`src/shared/rcps_pkg.sv`:
```
// Constants and types for the reference clock and PLL select block
package rcps_pkg;

	// ==========================================================
	// Register indices and byte addresses (byte = index * 4)
	localparam logic [7:0]  IDX_CTRL_ONE  = 8'h00;
	localparam logic [7:0]  IDX_CLK_PLL   = 8'h02;
	localparam logic [7:0]  IDX_LOCK_STS  = 8'h1b;
	localparam logic [31:0] ADDR_CTRL_ONE = {22'h000000, IDX_CTRL_ONE, 2'h0};
	localparam logic [31:0] ADDR_CLK_PLL  = {22'h000000, IDX_CLK_PLL, 2'h0};
	localparam logic [31:0] ADDR_LOCK_STS = {22'h000000, IDX_LOCK_STS, 2'h0};

	// ==========================================================
	// Field positions
	localparam int unsigned CAL_START_BIT = 24;
	localparam int unsigned DIV_RATIO_LSB = 20;
	localparam int unsigned DBL_SEL_BIT   = 19;
	localparam int unsigned PLL_EN_BIT    = 18;
	localparam int unsigned DIV_PATH_BIT  = 17;
	localparam int unsigned EDGE_SEL_BIT  = 16;
	localparam int unsigned FB_N_LSB      = 8;
	localparam int unsigned CP_MAN_BIT    = 6;
	localparam int unsigned CP_CODE_LSB   = 3;
	localparam int unsigned LOCK_DET_BIT  = 2;
	localparam int unsigned LOCK_STS_BIT  = 24;
	localparam int unsigned CAL_DONE_BIT  = 1;
	localparam int unsigned CAL_BUSY_BIT  = 0;

	// ==========================================================
	// Reset values and writable masks
	localparam logic [7:0]  FB_N_RST      = 8'h0a;
	localparam logic [2:0]  CP_CODE_RST   = 3'h3;
	localparam logic [31:0] CTRL_ONE_RST  = 32'h00000000;
	localparam logic [31:0] CLK_PLL_RST   = {16'h0000, FB_N_RST, 2'h0,
		CP_CODE_RST, 3'h0};
	localparam logic [31:0] CTRL_ONE_MASK = 32'h01000000;
	localparam logic [31:0] CLK_PLL_MASK  = 32'h003fff7c;
	localparam logic [3:0]  DIV_BY_ONE    = 4'h1;

	// ==========================================================
	// Types
	typedef enum logic [2:0] {
		ROUTE_FEED = 3'h1,
		ROUTE_DIV  = 3'h2,
		ROUTE_DBL  = 3'h4
	} rcps_route_t;

	typedef enum logic [2:0] {
		CAL_IDLE = 3'h1,
		CAL_RUN  = 3'h2,
		CAL_HOLD = 3'h4
	} rcps_cal_state_t;

	typedef struct packed {
		logic        use_pll;
		rcps_route_t route;
		logic        ref_invert;
		logic [3:0]  ref_div;
		logic [7:0]  fb_n;
		logic [8:0]  mult;
		logic        lock_det_en;
		logic        cp_manual;
		logic [2:0]  cp_code;
		logic        cal_start;
	} rcps_pll_ctrl_t;

	localparam rcps_pll_ctrl_t CTRL_RST = '{use_pll: 1'b0,
		route: ROUTE_FEED, ref_invert: 1'b0, ref_div: DIV_BY_ONE,
		fb_n: FB_N_RST, mult: {FB_N_RST, 1'b0}, lock_det_en: 1'b0,
		cp_manual: 1'b0, cp_code: CP_CODE_RST, cal_start: 1'b0};

endpackage : rcps_pkg

```
`src/rcps_clock_ctrl.sv`:
```
// Reference clock / PLL select control with AHB-Lite register slave
// Overview of operation
// RULE1 - PLL enable 0 uses direct reference; 1 enables PLL, VCO as clock.
// RULE2 - PLL multiplies by twice the feedback divider value, 20x to 510x.
// RULE3 - Software programs feedback divider between 10 and 255 only.
// RULE4 - Lock detector runs only when enabled; result shown in lock status.
// RULE5 - Divider path and doubler both 0 gives straight feedthrough.
// RULE6 - Feedthrough aligns to rising edge for 0, falling edge for 1.
// RULE7 - Divider path 1 wins over edge and doubler; 2-bit ratio field.
// RULE8 - Divided path always uses the inverted reference.
// RULE9 - Doubler 1 with divider path 0 doubles the reference.
// RULE10 - PLL input kept at or below 125 MHz; this controller does not check or limit it.
// RULE11 - Software starts VCO calibration only once the reference is stable.
// RULE12 - Software clears calibration bit before requesting the next one.
// RULE13 - VCO calibration completes before DAC clock calibration.
// RULE14 - Software pulses DAC calibration after power-up and clock changes.
// RULE15 - Charge pump current is automatic unless manual select is 1.
// RULE16 - Charge pump code 000..111 maps 125..1000 uA; resets to 011.
// RULE17 - Manual current is recommended to scale with N.
// RULE18 - Lock status reads 1 when PLL used, detector on and locked.
// RULE19 - Ratio codes: 00 off, 01 by 2, 10 by 4, 11 by 8.
// RULE20 - Lock status reads 0 if detector off or PLL bypassed; read-only.
//
// The AHB-Lite register port was chosen for this implementation.
`timescale 1ns/1ps
module rcps_clock_ctrl (
	input  wire logic                    core_clk_i,
	input  wire logic                    rst_n_i,
	input  wire logic                    hsel,
	input  wire logic [31:0]             haddr,
	input  wire logic [1:0]              htrans,
	input  wire logic                    hwrite,
	input  wire logic [2:0]              hsize,
	input  wire logic                    hready,
	input  wire logic [31:0]             hwdata,
	output logic                         hreadyout,
	output logic                         hresp,
	output logic [31:0]                  hrdata,
	input  wire logic                    pll_locked_i,
	input  wire logic                    osc_cal_done_i,
	input  wire logic [2:0]              cp_auto_code_i,
	output rcps_pkg::rcps_pll_ctrl_t     ctrl_o,
	output logic                         lock_status_o
);

	// ==========================================================
	// State
	typedef struct packed {
		logic [31:0]               ctrl_one;
		logic [31:0]               clk_cfg;
		logic [2:0]                auto_cp;
		rcps_pkg::rcps_cal_state_t cal_state;
		logic                      cal_done;
		logic                      cal_prev;
		logic                      wr_pend;
		logic [2:0]                wr_sel;
		logic                      rd_pend;
		logic [2:0]                rd_sel;
		logic                      hready;
		logic [31:0]               hrdata;
		logic                      lock_sts;
		rcps_pkg::rcps_pll_ctrl_t  ctrl;
	} rcps_state_t;

	localparam rcps_state_t STATE_RST = '{
		ctrl_one: rcps_pkg::CTRL_ONE_RST,
		clk_cfg: rcps_pkg::CLK_PLL_RST,
		auto_cp: rcps_pkg::CP_CODE_RST,
		cal_state: rcps_pkg::CAL_IDLE,
		cal_done: 1'b0, cal_prev: 1'b0,
		wr_pend: 1'b0, wr_sel: 3'h0,
		rd_pend: 1'b0, rd_sel: 3'h0,
		hready: 1'b1, hrdata: 32'h00000000,
		lock_sts: 1'b0, ctrl: rcps_pkg::CTRL_RST};

	rcps_state_t s_reg;
	rcps_state_t s_next;

	rcps_pkg::rcps_route_t route_dec;
	logic                  invert_dec;
	logic [3:0]            div_dec;

	rcps_route_sel u_route (
		.clk_cfg_i    (s_reg.clk_cfg),
		.route_o      (route_dec),
		.ref_invert_o (invert_dec),
		.ref_div_o    (div_dec)
	);

	// ==========================================================
	// Address decode, one-hot over the three registers
	function automatic logic [2:0] reg_sel(input logic [31:0] addr);
		reg_sel = {addr == rcps_pkg::ADDR_LOCK_STS,
			addr == rcps_pkg::ADDR_CLK_PLL,
			addr == rcps_pkg::ADDR_CTRL_ONE};
	endfunction : reg_sel

	function automatic logic [31:0] read_word(input logic [2:0] sel,
		input rcps_state_t st);
		read_word = 32'h00000000;
		if (sel[0]) begin
			read_word = st.ctrl_one;
		end
		if (sel[1]) begin
			read_word = st.clk_cfg;
		end
		if (sel[2]) begin
			read_word[rcps_pkg::LOCK_STS_BIT] = st.lock_sts;
			read_word[rcps_pkg::CAL_DONE_BIT] = st.cal_done;
			read_word[rcps_pkg::CAL_BUSY_BIT] =
				st.cal_state == rcps_pkg::CAL_RUN;
		end
	endfunction : read_word

	// ==========================================================
	// Next state
	always_comb begin
		logic cal_bit;
		logic pll_en;
		cal_bit = s_reg.ctrl_one[rcps_pkg::CAL_START_BIT];
		pll_en  = s_reg.clk_cfg[rcps_pkg::PLL_EN_BIT];
		s_next  = s_reg;

		// Write data phase; reads wait one cycle so they see this write
		s_next.wr_pend = 1'b0;
		if (s_reg.wr_pend) begin
			if (s_reg.wr_sel[0]) begin
				s_next.ctrl_one = hwdata & rcps_pkg::CTRL_ONE_MASK;
			end
			if (s_reg.wr_sel[1]) begin
				s_next.clk_cfg = hwdata & rcps_pkg::CLK_PLL_MASK;
			end
			// Lock status index ignores writes: see RULE20
		end
		if (s_reg.rd_pend) begin
			s_next.hrdata  = read_word(s_reg.rd_sel, s_reg);
			s_next.hready  = 1'b1;
			s_next.rd_pend = 1'b0;
		end
		if (hsel && htrans[1] && hready) begin
			if (hwrite) begin
				s_next.wr_pend = 1'b1;
				s_next.wr_sel  = reg_sel(haddr);
			end else begin
				s_next.rd_pend = 1'b1;
				s_next.rd_sel  = reg_sel(haddr);
				s_next.hready  = 1'b0;
			end
		end

		// Derived PLL controls, one cycle behind the register
		s_next.ctrl.use_pll     = pll_en; // see RULE1
		s_next.ctrl.route       = route_dec; // see RULE5
		s_next.ctrl.ref_invert  = invert_dec;
		s_next.ctrl.ref_div     = div_dec;
		s_next.ctrl.fb_n        = s_reg.clk_cfg[rcps_pkg::FB_N_LSB +: 8];
		s_next.ctrl.mult        =
			{s_reg.clk_cfg[rcps_pkg::FB_N_LSB +: 8], 1'b0}; // see RULE2
		s_next.ctrl.lock_det_en =
			s_reg.clk_cfg[rcps_pkg::LOCK_DET_BIT]; // see RULE4
		s_next.ctrl.cp_manual   = s_reg.clk_cfg[rcps_pkg::CP_MAN_BIT];
		s_next.ctrl.cp_code     = s_reg.clk_cfg[rcps_pkg::CP_MAN_BIT]
			? s_reg.clk_cfg[rcps_pkg::CP_CODE_LSB +: 3]
			: s_reg.auto_cp; // see RULE15
		s_next.ctrl.cal_start   = 1'b0;

		// Detector result only counts with PLL in use and detector on
		s_next.lock_sts = pll_en && pll_locked_i &&
			s_reg.clk_cfg[rcps_pkg::LOCK_DET_BIT]; // see RULE18

		// VCO calibration sequence, started on a 0-to-1 of the bit while PLL enable is 1
		s_next.cal_prev = cal_bit;
		unique case (s_reg.cal_state)
			rcps_pkg::CAL_IDLE: begin
				if (cal_bit && !s_reg.cal_prev && pll_en) begin // see RULE12
					s_next.cal_state      = rcps_pkg::CAL_RUN;
					s_next.cal_done       = 1'b0;
					s_next.ctrl.cal_start = 1'b1;
				end
			end
			rcps_pkg::CAL_RUN: begin
				if (osc_cal_done_i) begin
					s_next.auto_cp   = cp_auto_code_i; // see RULE15
					s_next.cal_done  = 1'b1;
					s_next.cal_state = rcps_pkg::CAL_HOLD;
				end
			end
			rcps_pkg::CAL_HOLD: begin
				// A held bit never retriggers; software must clear it
				if (!cal_bit) begin
					s_next.cal_state = rcps_pkg::CAL_IDLE;
				end
			end
			default: begin
				s_next.cal_state = rcps_pkg::CAL_IDLE;
			end
		endcase
	end

	always_ff @(posedge core_clk_i) begin
		if (!rst_n_i) begin
			s_reg <= STATE_RST; // see RULE16
		end else begin
			s_reg <= s_next;
		end
	end

	// ==========================================================
	// Outputs
	assign hreadyout     = s_reg.hready;
	assign hresp         = 1'b0;
	assign hrdata        = s_reg.hrdata;
	assign ctrl_o        = s_reg.ctrl;
	assign lock_status_o = s_reg.lock_sts;
endmodule : rcps_clock_ctrl

```
`src/rcps_route_sel.sv`:
```
// Decoder for the reference routing into the PLL input
`timescale 1ns/1ps
module rcps_route_sel (
	input  wire logic [31:0]          clk_cfg_i,
	output rcps_pkg::rcps_route_t     route_o,
	output logic                      ref_invert_o,
	output logic [3:0]                ref_div_o
);

	// ==========================================================
	// Divider ratio code
	function automatic logic [3:0] div_ratio(input logic [1:0] code);
		unique case (code)
			2'h0: div_ratio = rcps_pkg::DIV_BY_ONE;
			2'h1: div_ratio = 4'h2;
			2'h2: div_ratio = 4'h4;
			2'h3: div_ratio = 4'h8;
		endcase
	endfunction : div_ratio

	// ==========================================================
	// Path selection: divided path outranks the doubler and edge bits
	always_comb begin
		route_o      = rcps_pkg::ROUTE_FEED;
		ref_invert_o = clk_cfg_i[rcps_pkg::EDGE_SEL_BIT]; // see RULE6
		ref_div_o    = rcps_pkg::DIV_BY_ONE;
		if (clk_cfg_i[rcps_pkg::DIV_PATH_BIT]) begin // see RULE7
			route_o      = rcps_pkg::ROUTE_DIV;
			ref_invert_o = 1'b1; // see RULE8
			ref_div_o    = div_ratio(
				clk_cfg_i[rcps_pkg::DIV_RATIO_LSB +: 2]); // see RULE19
		end else if (clk_cfg_i[rcps_pkg::DBL_SEL_BIT]) begin // see RULE9
			route_o      = rcps_pkg::ROUTE_DBL;
			ref_invert_o = 1'b0;
		end
	end

endmodule : rcps_route_sel

```
`config.mk`:
```
export PLATFORM = sky130hd
export DESIGN_NAME = rcps_clock_ctrl
export DESIGN_NICKNAME = d
export VERILOG_FILES = /design/src/shared/rcps_pkg.sv /design/src/rcps_clock_ctrl.sv /design/src/rcps_route_sel.sv
export SDC_FILE = /design/constraint.sdc
export NUM_CORES = 1
export LEC_CHECK = 0
export ABC_CLOCK_PERIOD_IN_PS = 1500
export BUFFER_PORTS_ARGS = -buffer_cell sky130_fd_sc_hd__buf_2
export CORE_MARGIN = 4
export CORE_UTILIZATION = 43
export CTS_CLUSTER_SIZE = 12
export DETAILED_ROUTE_END_ITERATION = 8
export GPL_TIMING_DRIVEN = 0
export PLACE_DENSITY = 0.84
export SYNTH_ARGS = -nofsm -noshare
export SYNTH_HDL_FRONTEND = slang
export SYNTH_SLANG_ARGS = --single-unit
```
`constraint.sdc`:
```
create_clock -name core_clk_i -period 1.5 [get_ports core_clk_i]
set_input_delay 0.3 -clock core_clk_i [delete_from_list [all_inputs] [get_ports core_clk_i]]
set_output_delay 0.3 -clock core_clk_i [all_outputs]
set_load 0.02 [all_outputs]
```
Word level (Yosys, flattened, before mapping)
Cells that the tools add are included. W data, S select, Z words.

Bitwise gates (word level): 2. Eq/ne operators: 11. Reduce and logical (&&, ||, !) cells: 21. Multiplexer cells: 20.

Operators by type and width (count): $mux W25 (2); $mux W33 (1); $eq A32 B4 Y1 const B (1); $eq A32 B7 Y1 const B (1); $logic_not A32 Y1 (1); $pmux W4 S4 (1); $reduce_and A2 Y1 (8); $mux W4 (3); $mux W3 (3); $pmux W3 S3 (1); $logic_and A1 B1 Y1 (6); $ne A2 B2 Y1 const B (3); $reduce_and A3 Y1 (2); $mux W1 (5); $mux W5 (1); $eq A2 B2 Y1 const B (2); $mux W2 (2); $eq A3 B1 Y1 const B (1); $eq A3 B2 Y1 const B (1); $eq A3 B3 Y1 const B (1); $eq A2 B1 Y1 const B (1); $logic_not A2 Y1 (1); $not A1 Y1 (2); $pmux W1 S2 (1); other kinds (3) (3).

Register bits after elaboration: 94.

Depth between registers and ports, before layout
Gate-level depths: netlist (run 1).

Word-level depth: 6. Depth in mapped cells: 5. Gate-level depth less buffers: 4.

Cells and area by module
A second synthesis (run 1) with hierarchy kept.

Cells, all modules: 367. Area total of the unflattened synthesis: 3427.0 µm².

By module, submodules not included: rcps_clock_ctrl (sequential area each 1641.6 µm², area each 3373.2 µm², cells each 356, instances 1); rcps_route_sel (sequential area each 0.0 µm², area each 53.8 µm², cells each 11, instances 1).

Least setup slack after synthesis (run 1)
Ideal clock, no wire load.

Path type: in2reg. Start point: input port haddr[23]. End point: register s_reg[68] (netlist bit). Setup slack: -0.001 ns. Required time: 1.404 ns. Stages on the path: 4. Data arrival time: 1.405 ns. Setup time: 0.096 ns. Buffers on the path: 0. Path through: or4_4 -> nor3_2 -> nand4_1 -> o41ai_2.

Word-level cells in the longest chain between the ends: 1.

Ends and longest elaborated chain: start, declared (line rcps_clock_ctrl.sv:30) `input wire logic [31:0] haddr,`; $eq A32 B7 Y1 (line rcps_clock_ctrl.sv:93) `reg_sel = {addr == rcps_pkg::ADDR_LOCK_STS,`; end signal, assigned (line rcps_clock_ctrl.sv:204) `s_reg <= s_next;`; end, declared (line rcps_clock_ctrl.sv:76) `rcps_state_t s_reg;`.

Every way passes these cells. A chain may end at the register's enable or synchronous reset.

Final worst setup path (run 1)
Start point: register s_reg (netlist bit s_next[31]). End point: register s_reg[77] (netlist bit).

Word-level cells in the longest chain between the ends: 3.

Ends and longest elaborated chain: $logic_and A1 B1 Y1 (line rcps_clock_ctrl.sv:175) `if (cal_bit && !s_reg.cal_prev && pll_en) begin`; $ne A2 B2 Y1 (no line); $reduce_and A3 Y1 (no line).

Every way passes these cells.

==> results.md, run 1 <==
- # diodes: 0
- Async SR Flop Fraction: 0
- Area Growth Syn to Fin: 27.9%
- FF+latch count, synth: 82
- Routability cong.: about 0.82
- Num ports: about 150
- Row count: 32
- Post-route cell area: ~0.0044 mm²
- Critical path class: register to register
- Post-route DRC: 0
- Clock Pin Slew Worst Setup and Hold Paths: 0.08 ns
- Via density: 4.60
- Post-synth cell types: 36
- EDFF count, synth: 0
- WL final: slightly below 8000 µm
- Via count: 2767
- Netlist Area Pre-Place: between 0.003 and 0.004 mm²
- Vias in the first global route: 2793
- RSZ-0062 raised after global routing: false
- Wire per inst: 13.0 µm
- Top cell type's share of synthesized area: 0.479
- CTS hold repair buffers: 0
- Maximum vdd drop: roughly 0.00052 V
- ANT nets after route: 0
- Final setup violation count: 0
- Worst min path class: input port to register
- Clock Power Share: 0.395
- Root Driver: clkbuf_8
- Setup crit end kind: register
- DP HPWL: 6100 µm
- Share of layout cells above drive strength 1: 0.424
- Grt ovf: 0
- P_int: 3.15 mW
- Iter 0 DRT Violations: 85
- Die W: 97.3 µm
- IO Port Bufs: 116
- PD cells: 922 mW/mm²
- Initial antenna violation count: 0
- Core area: ~0.0077 mm²
- Largest net degree at the start of global routing: 14
- Net Sw Frac: 0.219
- Worst hold margin: 0.165 ns
- Crit path arrival time: 1.68 ns
- Worst Skew: 0.00652 ns
- Slew of the pin with the lowest slew margin: ~0.71 ns
- Placed Area: 0.00418 mm²
- Tcrit/Tclk final: 0.964
- Ranking of synthesized cells by area: dfxtp_1 48%, buf_4 14%, nand2_1 5.7%
- Max clock buf depth: 2
- Max cap viols: 0
- Comb pwr share: 0.062
- Die Area: 0.00946 mm²
- Global Route Usage Sum: 0.166
- First-pass GRT wire length: ~13000 µm
- Crit path largest cell delay: roughly 0.36 ns
- Clk sink count: between 80 and 90
- Critical path cell sequence: and3b_1, or3b_1, a21o_1, and4b_1
- Syn avg cell area: 9.49 µm²
- Lkg Pwr: 2.10 nW
- Highest-delay cell along the critical path: or3b_1
- Layout Nets: ~580
- CP Max Fanout: 5
- Ys flop type: dfxtp_1
- Fin crit period: 1.45 ns
- Status: finished, final reports clean
- Drt first pass iters: 4
- Required time of the critical path: about 1.7 ns
- Synth cell count leaders: 82 x dfxtp_1, 65 x buf_4, 52 x nand2_1
- Synth warn: 0
- Die height: 97.3 µm
- Reg power frac: 0.543
- Cells after Synth: 361
- Most common cell in the synthesized netlist: dfxtp_1
- Final hold violations: 0
- CTS Buf Count: 9
- CP Launch Type: register
- Fin. max-slew vios: 0
- Yosys top cell by area: dfxtp_1
- Seq/Total Area, Yosys: 0.479
- Max transition margin: 0.523
- Sw power: 0.887 mW
- H-tree Lvls: 3
- F_max: 0.692 GHz
- CTS tree: yes
- Clock Latency Late Sink: 0.34 ns
- Initial cell density of the core: 0.443
critical path: cells and delay by family (launching register included):
kind               cells  cell delay, ns
and+or+nand+nor        3            0.76
DFF                    1            0.35
AOI/OAI and AO/OA      1            0.23
power by group through the flow:
stage,registers [mW],logic [mW],clock network [mW]
finish,2.19,0.251,1.60
global route,2.20,0.274,1.72
CTS,2.19,0.257,1.62
floorplan,2.24,0.134,0
detailed placement,2.24,0.256,0
global placement,2.24,0.249,0
cell families after synthesis:
| family | after synthesis | share of synthesized area |
|---|---|---|
| other cells | 1 | 0.00109 |
| compound gates | 56 | 0.130 |
| simple gates | 130 | 0.207 |
| buf+inv | 86 | 0.166 |
| mux | 6 | 0.0175 |
| flops | 82 | 0.479 |
layout make-up:
type | instances | area [µm²]
Fill cell | 678 | 3340
Sequential cell | 82 | 1640
Multi-Input combinational cell | 204 | 1260
Timing Repair Buffer | 117 | 588
Buffer | 78 | 542
Clock buffer | 11 | 151
Tap cell | 102 | 128
Clock inverter | 4 | 51.3
Inverter | 4 | 15.0
layout by cell type, fill, tap and decap left out, types with 2 or more instances in the layout:
cell type | netlist | layout
a21boi_0 | 20 | 20
a21oi_1 | 5 | 5
a22o_1 | 16 | 16
and2_1 | 12 | 11
and3_1 | 4 | 4
and3b_1 | 2 | 2
buf_2 | 2 | 118
buf_4 | 65 | 66
clkbuf_1 | 14 | 9
clkbuf_2 | 0 | 2
clkbuf_8 | 0 | 11
conb_1 | 1 | 12
dfxtp_1 | 82 | 80
dfxtp_2 | 0 | 2
inv_1 | 4 | 4
mux2i_1 | 6 | 6
nand2_1 | 52 | 52
nand2b_1 | 11 | 11
nand3_1 | 15 | 15
nand3b_1 | 3 | 3
nand4_1 | 4 | 4
nor2_1 | 7 | 7
nor2b_1 | 6 | 6
nor3_1 | 2 | 2
nor4_1 | 4 | 4
nor4_4 | 2 | 2
o21a_1 | 2 | 2
o21ai_0 | 5 | 5
o31ai_1 | 3 | 3
o41ai_2 | 3 | 3
repair_timing:
item                                    in CTS  in global routing
resized for setup                            3                  3
endpoints found under the setup margin      14                 19
buffers inserted                             0                  1
pin swaps                                    0                  1
hold endpoints to repair                     0                  0
per-layer routing:
layer  GRT usage  wire length, µm  up-vias
li1            -                -     1408
met1       0.195             3250     1239
met2       0.288             3810      106
met3      0.0395              593       14
met4      0.0724              136        0
met5           0                0        -
through the flow:
stage	utilization	worst slack, ns	TNS, ns	instances	power, mW
2_1_floorplan	-	-0.000873	-0.000873	372	2.37
3_3_place_gp	0.540	-0.303	-6.37	590	2.49
3_5_place_dp	0.540	-0.367	-8.00	590	2.50
4_1_cts	0.567	0.0291	0	604	4.06
5_1_grt	0.567	0.00854	0	602	4.19
6_report	0.567	0.0541	0	602	4.04
path summary, 6_finish.rpt:
| check | endpoint | start | depth (start not counted) | slack [ns] |
|---|---|---|---|---|
| setup / recovery | s_reg[77]$_SDFFE_PN0P_ | s_next[31]$_SDFFE_PN0P_ | 4 | 0.05 |
| hold / removal | s_reg[79]$_SDFFE_PN1P_ | cp_auto_code_i[0] | 3 | 0.17 |
| hold reg to reg | ctrl_o[10]$_SDFF_PN1_ | s_next[10]$_SDFFE_PN1P_ | 1 | 0.47 |
| setup reg to reg | s_reg[77]$_SDFFE_PN0P_ | s_next[31]$_SDFFE_PN0P_ | 4 | 0.05 |
Power figures use the tool's default switching activity.
==> run 2, diff against run 1 <==
--- a/config.mk
+++ b/config.mk
@@ -5,14 +5,13 @@
 export SDC_FILE = /design/constraint.sdc
 export NUM_CORES = 1
 export LEC_CHECK = 0
-export ABC_CLOCK_PERIOD_IN_PS = 1500
+export ABC_CLOCK_PERIOD_IN_PS = 1700
 export BUFFER_PORTS_ARGS = -buffer_cell sky130_fd_sc_hd__buf_2
 export CORE_MARGIN = 4
-export CORE_UTILIZATION = 43
-export CTS_CLUSTER_SIZE = 12
+export CORE_UTILIZATION = 51
 export DETAILED_ROUTE_END_ITERATION = 8
 export GPL_TIMING_DRIVEN = 0
-export PLACE_DENSITY = 0.84
+export PLACE_DENSITY = 0.93
 export SYNTH_ARGS = -nofsm -noshare
 export SYNTH_HDL_FRONTEND = slang
 export SYNTH_SLANG_ARGS = --single-unit
==> constraint.sdc (replaced) <==
create_clock -name core_clk_i -period 1.7 [get_ports core_clk_i]
set_input_delay 0.34 -clock core_clk_i [delete_from_list [all_inputs] [get_ports core_clk_i]]
set_output_delay 0.34 -clock core_clk_i [all_outputs]
set_load 0.02 [all_outputs]
==> results.md, run 2 (synthesis gave the netlist of run 1 again) <==
- Slew of the pin with the lowest slew margin: 0.523 ns
- Worst hold margin: approximately 0.19 ns
- Commonest non-fill, non-tap cell in the layout: buf_2
- DP HPWL: 5980 µm
- Critical path class: register to register
- Fin crit period: 1.46 ns
- CTS tree: yes
- Routability cong.: 0.795
- Status: finished, final reports clean
- TNS Setup: 0 ns
- Required time of the critical path: about 2.0 ns
- Core area: 0.00642 mm²
- Crit path largest cell delay: around 0.45 ns
- R2R depth: 4
- Highest-delay cell along the critical path: clkbuf_1
- Vias in the first global route: ~2900
- Area Growth Syn to Fin: 26.8%
- Slack of the critical path: ~0.24 ns
- Hold path depth: 3
- First-pass GRT wire length: between 10000 and 15000 µm
- Maximum vdd drop: 0.000437 V
- Layout Nets: 577
- Root Driver: clkbuf_8
- WP buf/inv: 1
- Critical path cell sequence: nand2_1, clkbuf_1, nand2_1, a21boi_0
- IO Port Bufs: 116
- Worst min path class: input port to register
- Post CTS Setup Buffer Count: 0
- Clk sink count: just over 80
- Die W: around 90 µm
- CP Launch Type: register
- RR Startpoint: s_reg[73]$_SDFF_PN0_
- Tcrit/Tclk final: 0.861
- Place WS: -0.107 ns
- Initial cell density of the core: 0.534
- Drt first pass iters: 6
- Worst Skew: 0.0110 ns
- Via density: a little under 5
- Clock Latency Late Sink: about 0.35 ns
- R2r setup slk: approximately 0.24 ns
- CP Max Fanout: 10
- Fin util: 0.677
- Max clock buf depth: 2
- Worst r2r dst: s_reg[102]$_SDFFE_PN0P_
- Global Route Usage Sum: 0.195
- H-tree Lvls: 3
- Fin cells: between 500 and 600
- Clock Pin Slew Worst Setup and Hold Paths: 0.09 ns
- Wire per inst: 13.2 µm
- ANT nets after route: 0
- Post-route cell area: 0.00435 mm²
- WL final: 7680 µm
- Crit path max-delay family: buffers and inverters
- Initial antenna violation count: 0
- Die Area: 0.00810 mm²
- Max cap viols: 0
- Iter 0 DRT Violations: 67
- Placed cells: 565
- Max transition margin: 0.651
- RSZ-0062 raised after global routing: false
- Num ports: 146
- Crit path arrival time: 1.74 ns
- Tot Pwr: 3.59 mW
- Die height: 90.0 µm
- Grt ovf: 0
- PD cells: 826 mW/mm²
- Hold Path Sink: s_reg[86]$_SDFFE_PN1P_
- CTS hold repair buffers: 0
- Largest net degree at the start of global routing: 16
- Fillers: between 500 and 600
- Via count: 2837
- Post-route DRC: 0
- # diodes: 0
- F_max: 0.683 GHz
- Start point of the worst min-delay path: hwdata[4]
- CTS Buf Count: 9
- Worst path most repeated cell: nand2_1
- Share of layout cells above drive strength 1: 0.414
- Fin. max-slew vios: 0
- Final hold violations: 0
- Setup crit end kind: register
- Most frequent cells in the layout: 118 x buf_2, 82 x dfxtp_1, 65 x buf_4, 52 x nand2_1, 20 x a21boi_0
- Placed Area: roughly 0.0041 mm²
- Final setup violation count: 0
- Lkg Pwr: around 2.1 nW
- Row count: 29
[run 2: area by class of cell]
class / instances / area, µm² / area share
tap: 77 / 96.3 / 0.0222
clock inverter: 7 / 78.8 / 0.0181
clock buffer: 9 / 124 / 0.0285
multi-input combinational: 204 / 1260 / 0.289
buffer: 81 / 552 / 0.127
sequential: 82 / 1640 / 0.378
timing repair buffer: 116 / 581 / 0.134
inverter: 4 / 15.0 / 0.00346
[run 2: tightest hold or removal path, delay by kind of cell]
family,cells,cell delay (ns)
and+or+nand+nor,2,0.10
buffers and inverters,1,0.08
[run 2: timing repair]
item                       4_1_cts  5_1_grt
resized for setup                0        2
hold endpoints to repair         0        0
setup endpoints to repair        0       10
[run 2: report_power, final]
group | switching [mW] | internal (mW) | leakage (nW) | total (mW)
registers | 0.00445 | 1.93 | 0.661 | 1.93
logic | 0.122 | 0.106 | 1.33 | 0.227
clock network | 0.739 | 0.690 | 0.0973 | 1.43
[run 2: worst max-delay path by stage]
| stage | from | to | slack (ns) | cells after the start |
|---|---|---|---|---|
| 3_3_place_gp | rst_n_i | s_reg[68]$_SDFFE_PN0P_ | -0.10 | 5 |
| 6_report | s_reg[73]$_SDFF_PN0_ | s_reg[102]$_SDFFE_PN0P_ | 0.24 | 4 |
| 2_1_floorplan | haddr[23] | s_reg[68]$_SDFFE_PN0P_ | 0.16 | 4 |
| 5_1_grt | rst_n_i | s_reg[67]$_SDFFE_PN0P_ | 0.07 | 5 |
| 4_1_cts | s_reg[73]$_SDFF_PN0_ | s_reg[103]$_SDFFE_PN0P_ | 0.01 | 5 |
| 3_5_place_dp | rst_n_i | s_reg[68]$_SDFFE_PN0P_ | -0.11 | 5 |
[run 2: routing by layer]
layer,part of all wire,vias up,GRT usage,wire length [µm]
met5,0,-,0,0
met4,0.016,0,0.0778,119
met2,0.50,100,0.348,3820
met3,0.074,10,0.0534,570
met1,0.41,1305,0.221,3170
li1,-,1422,-,-
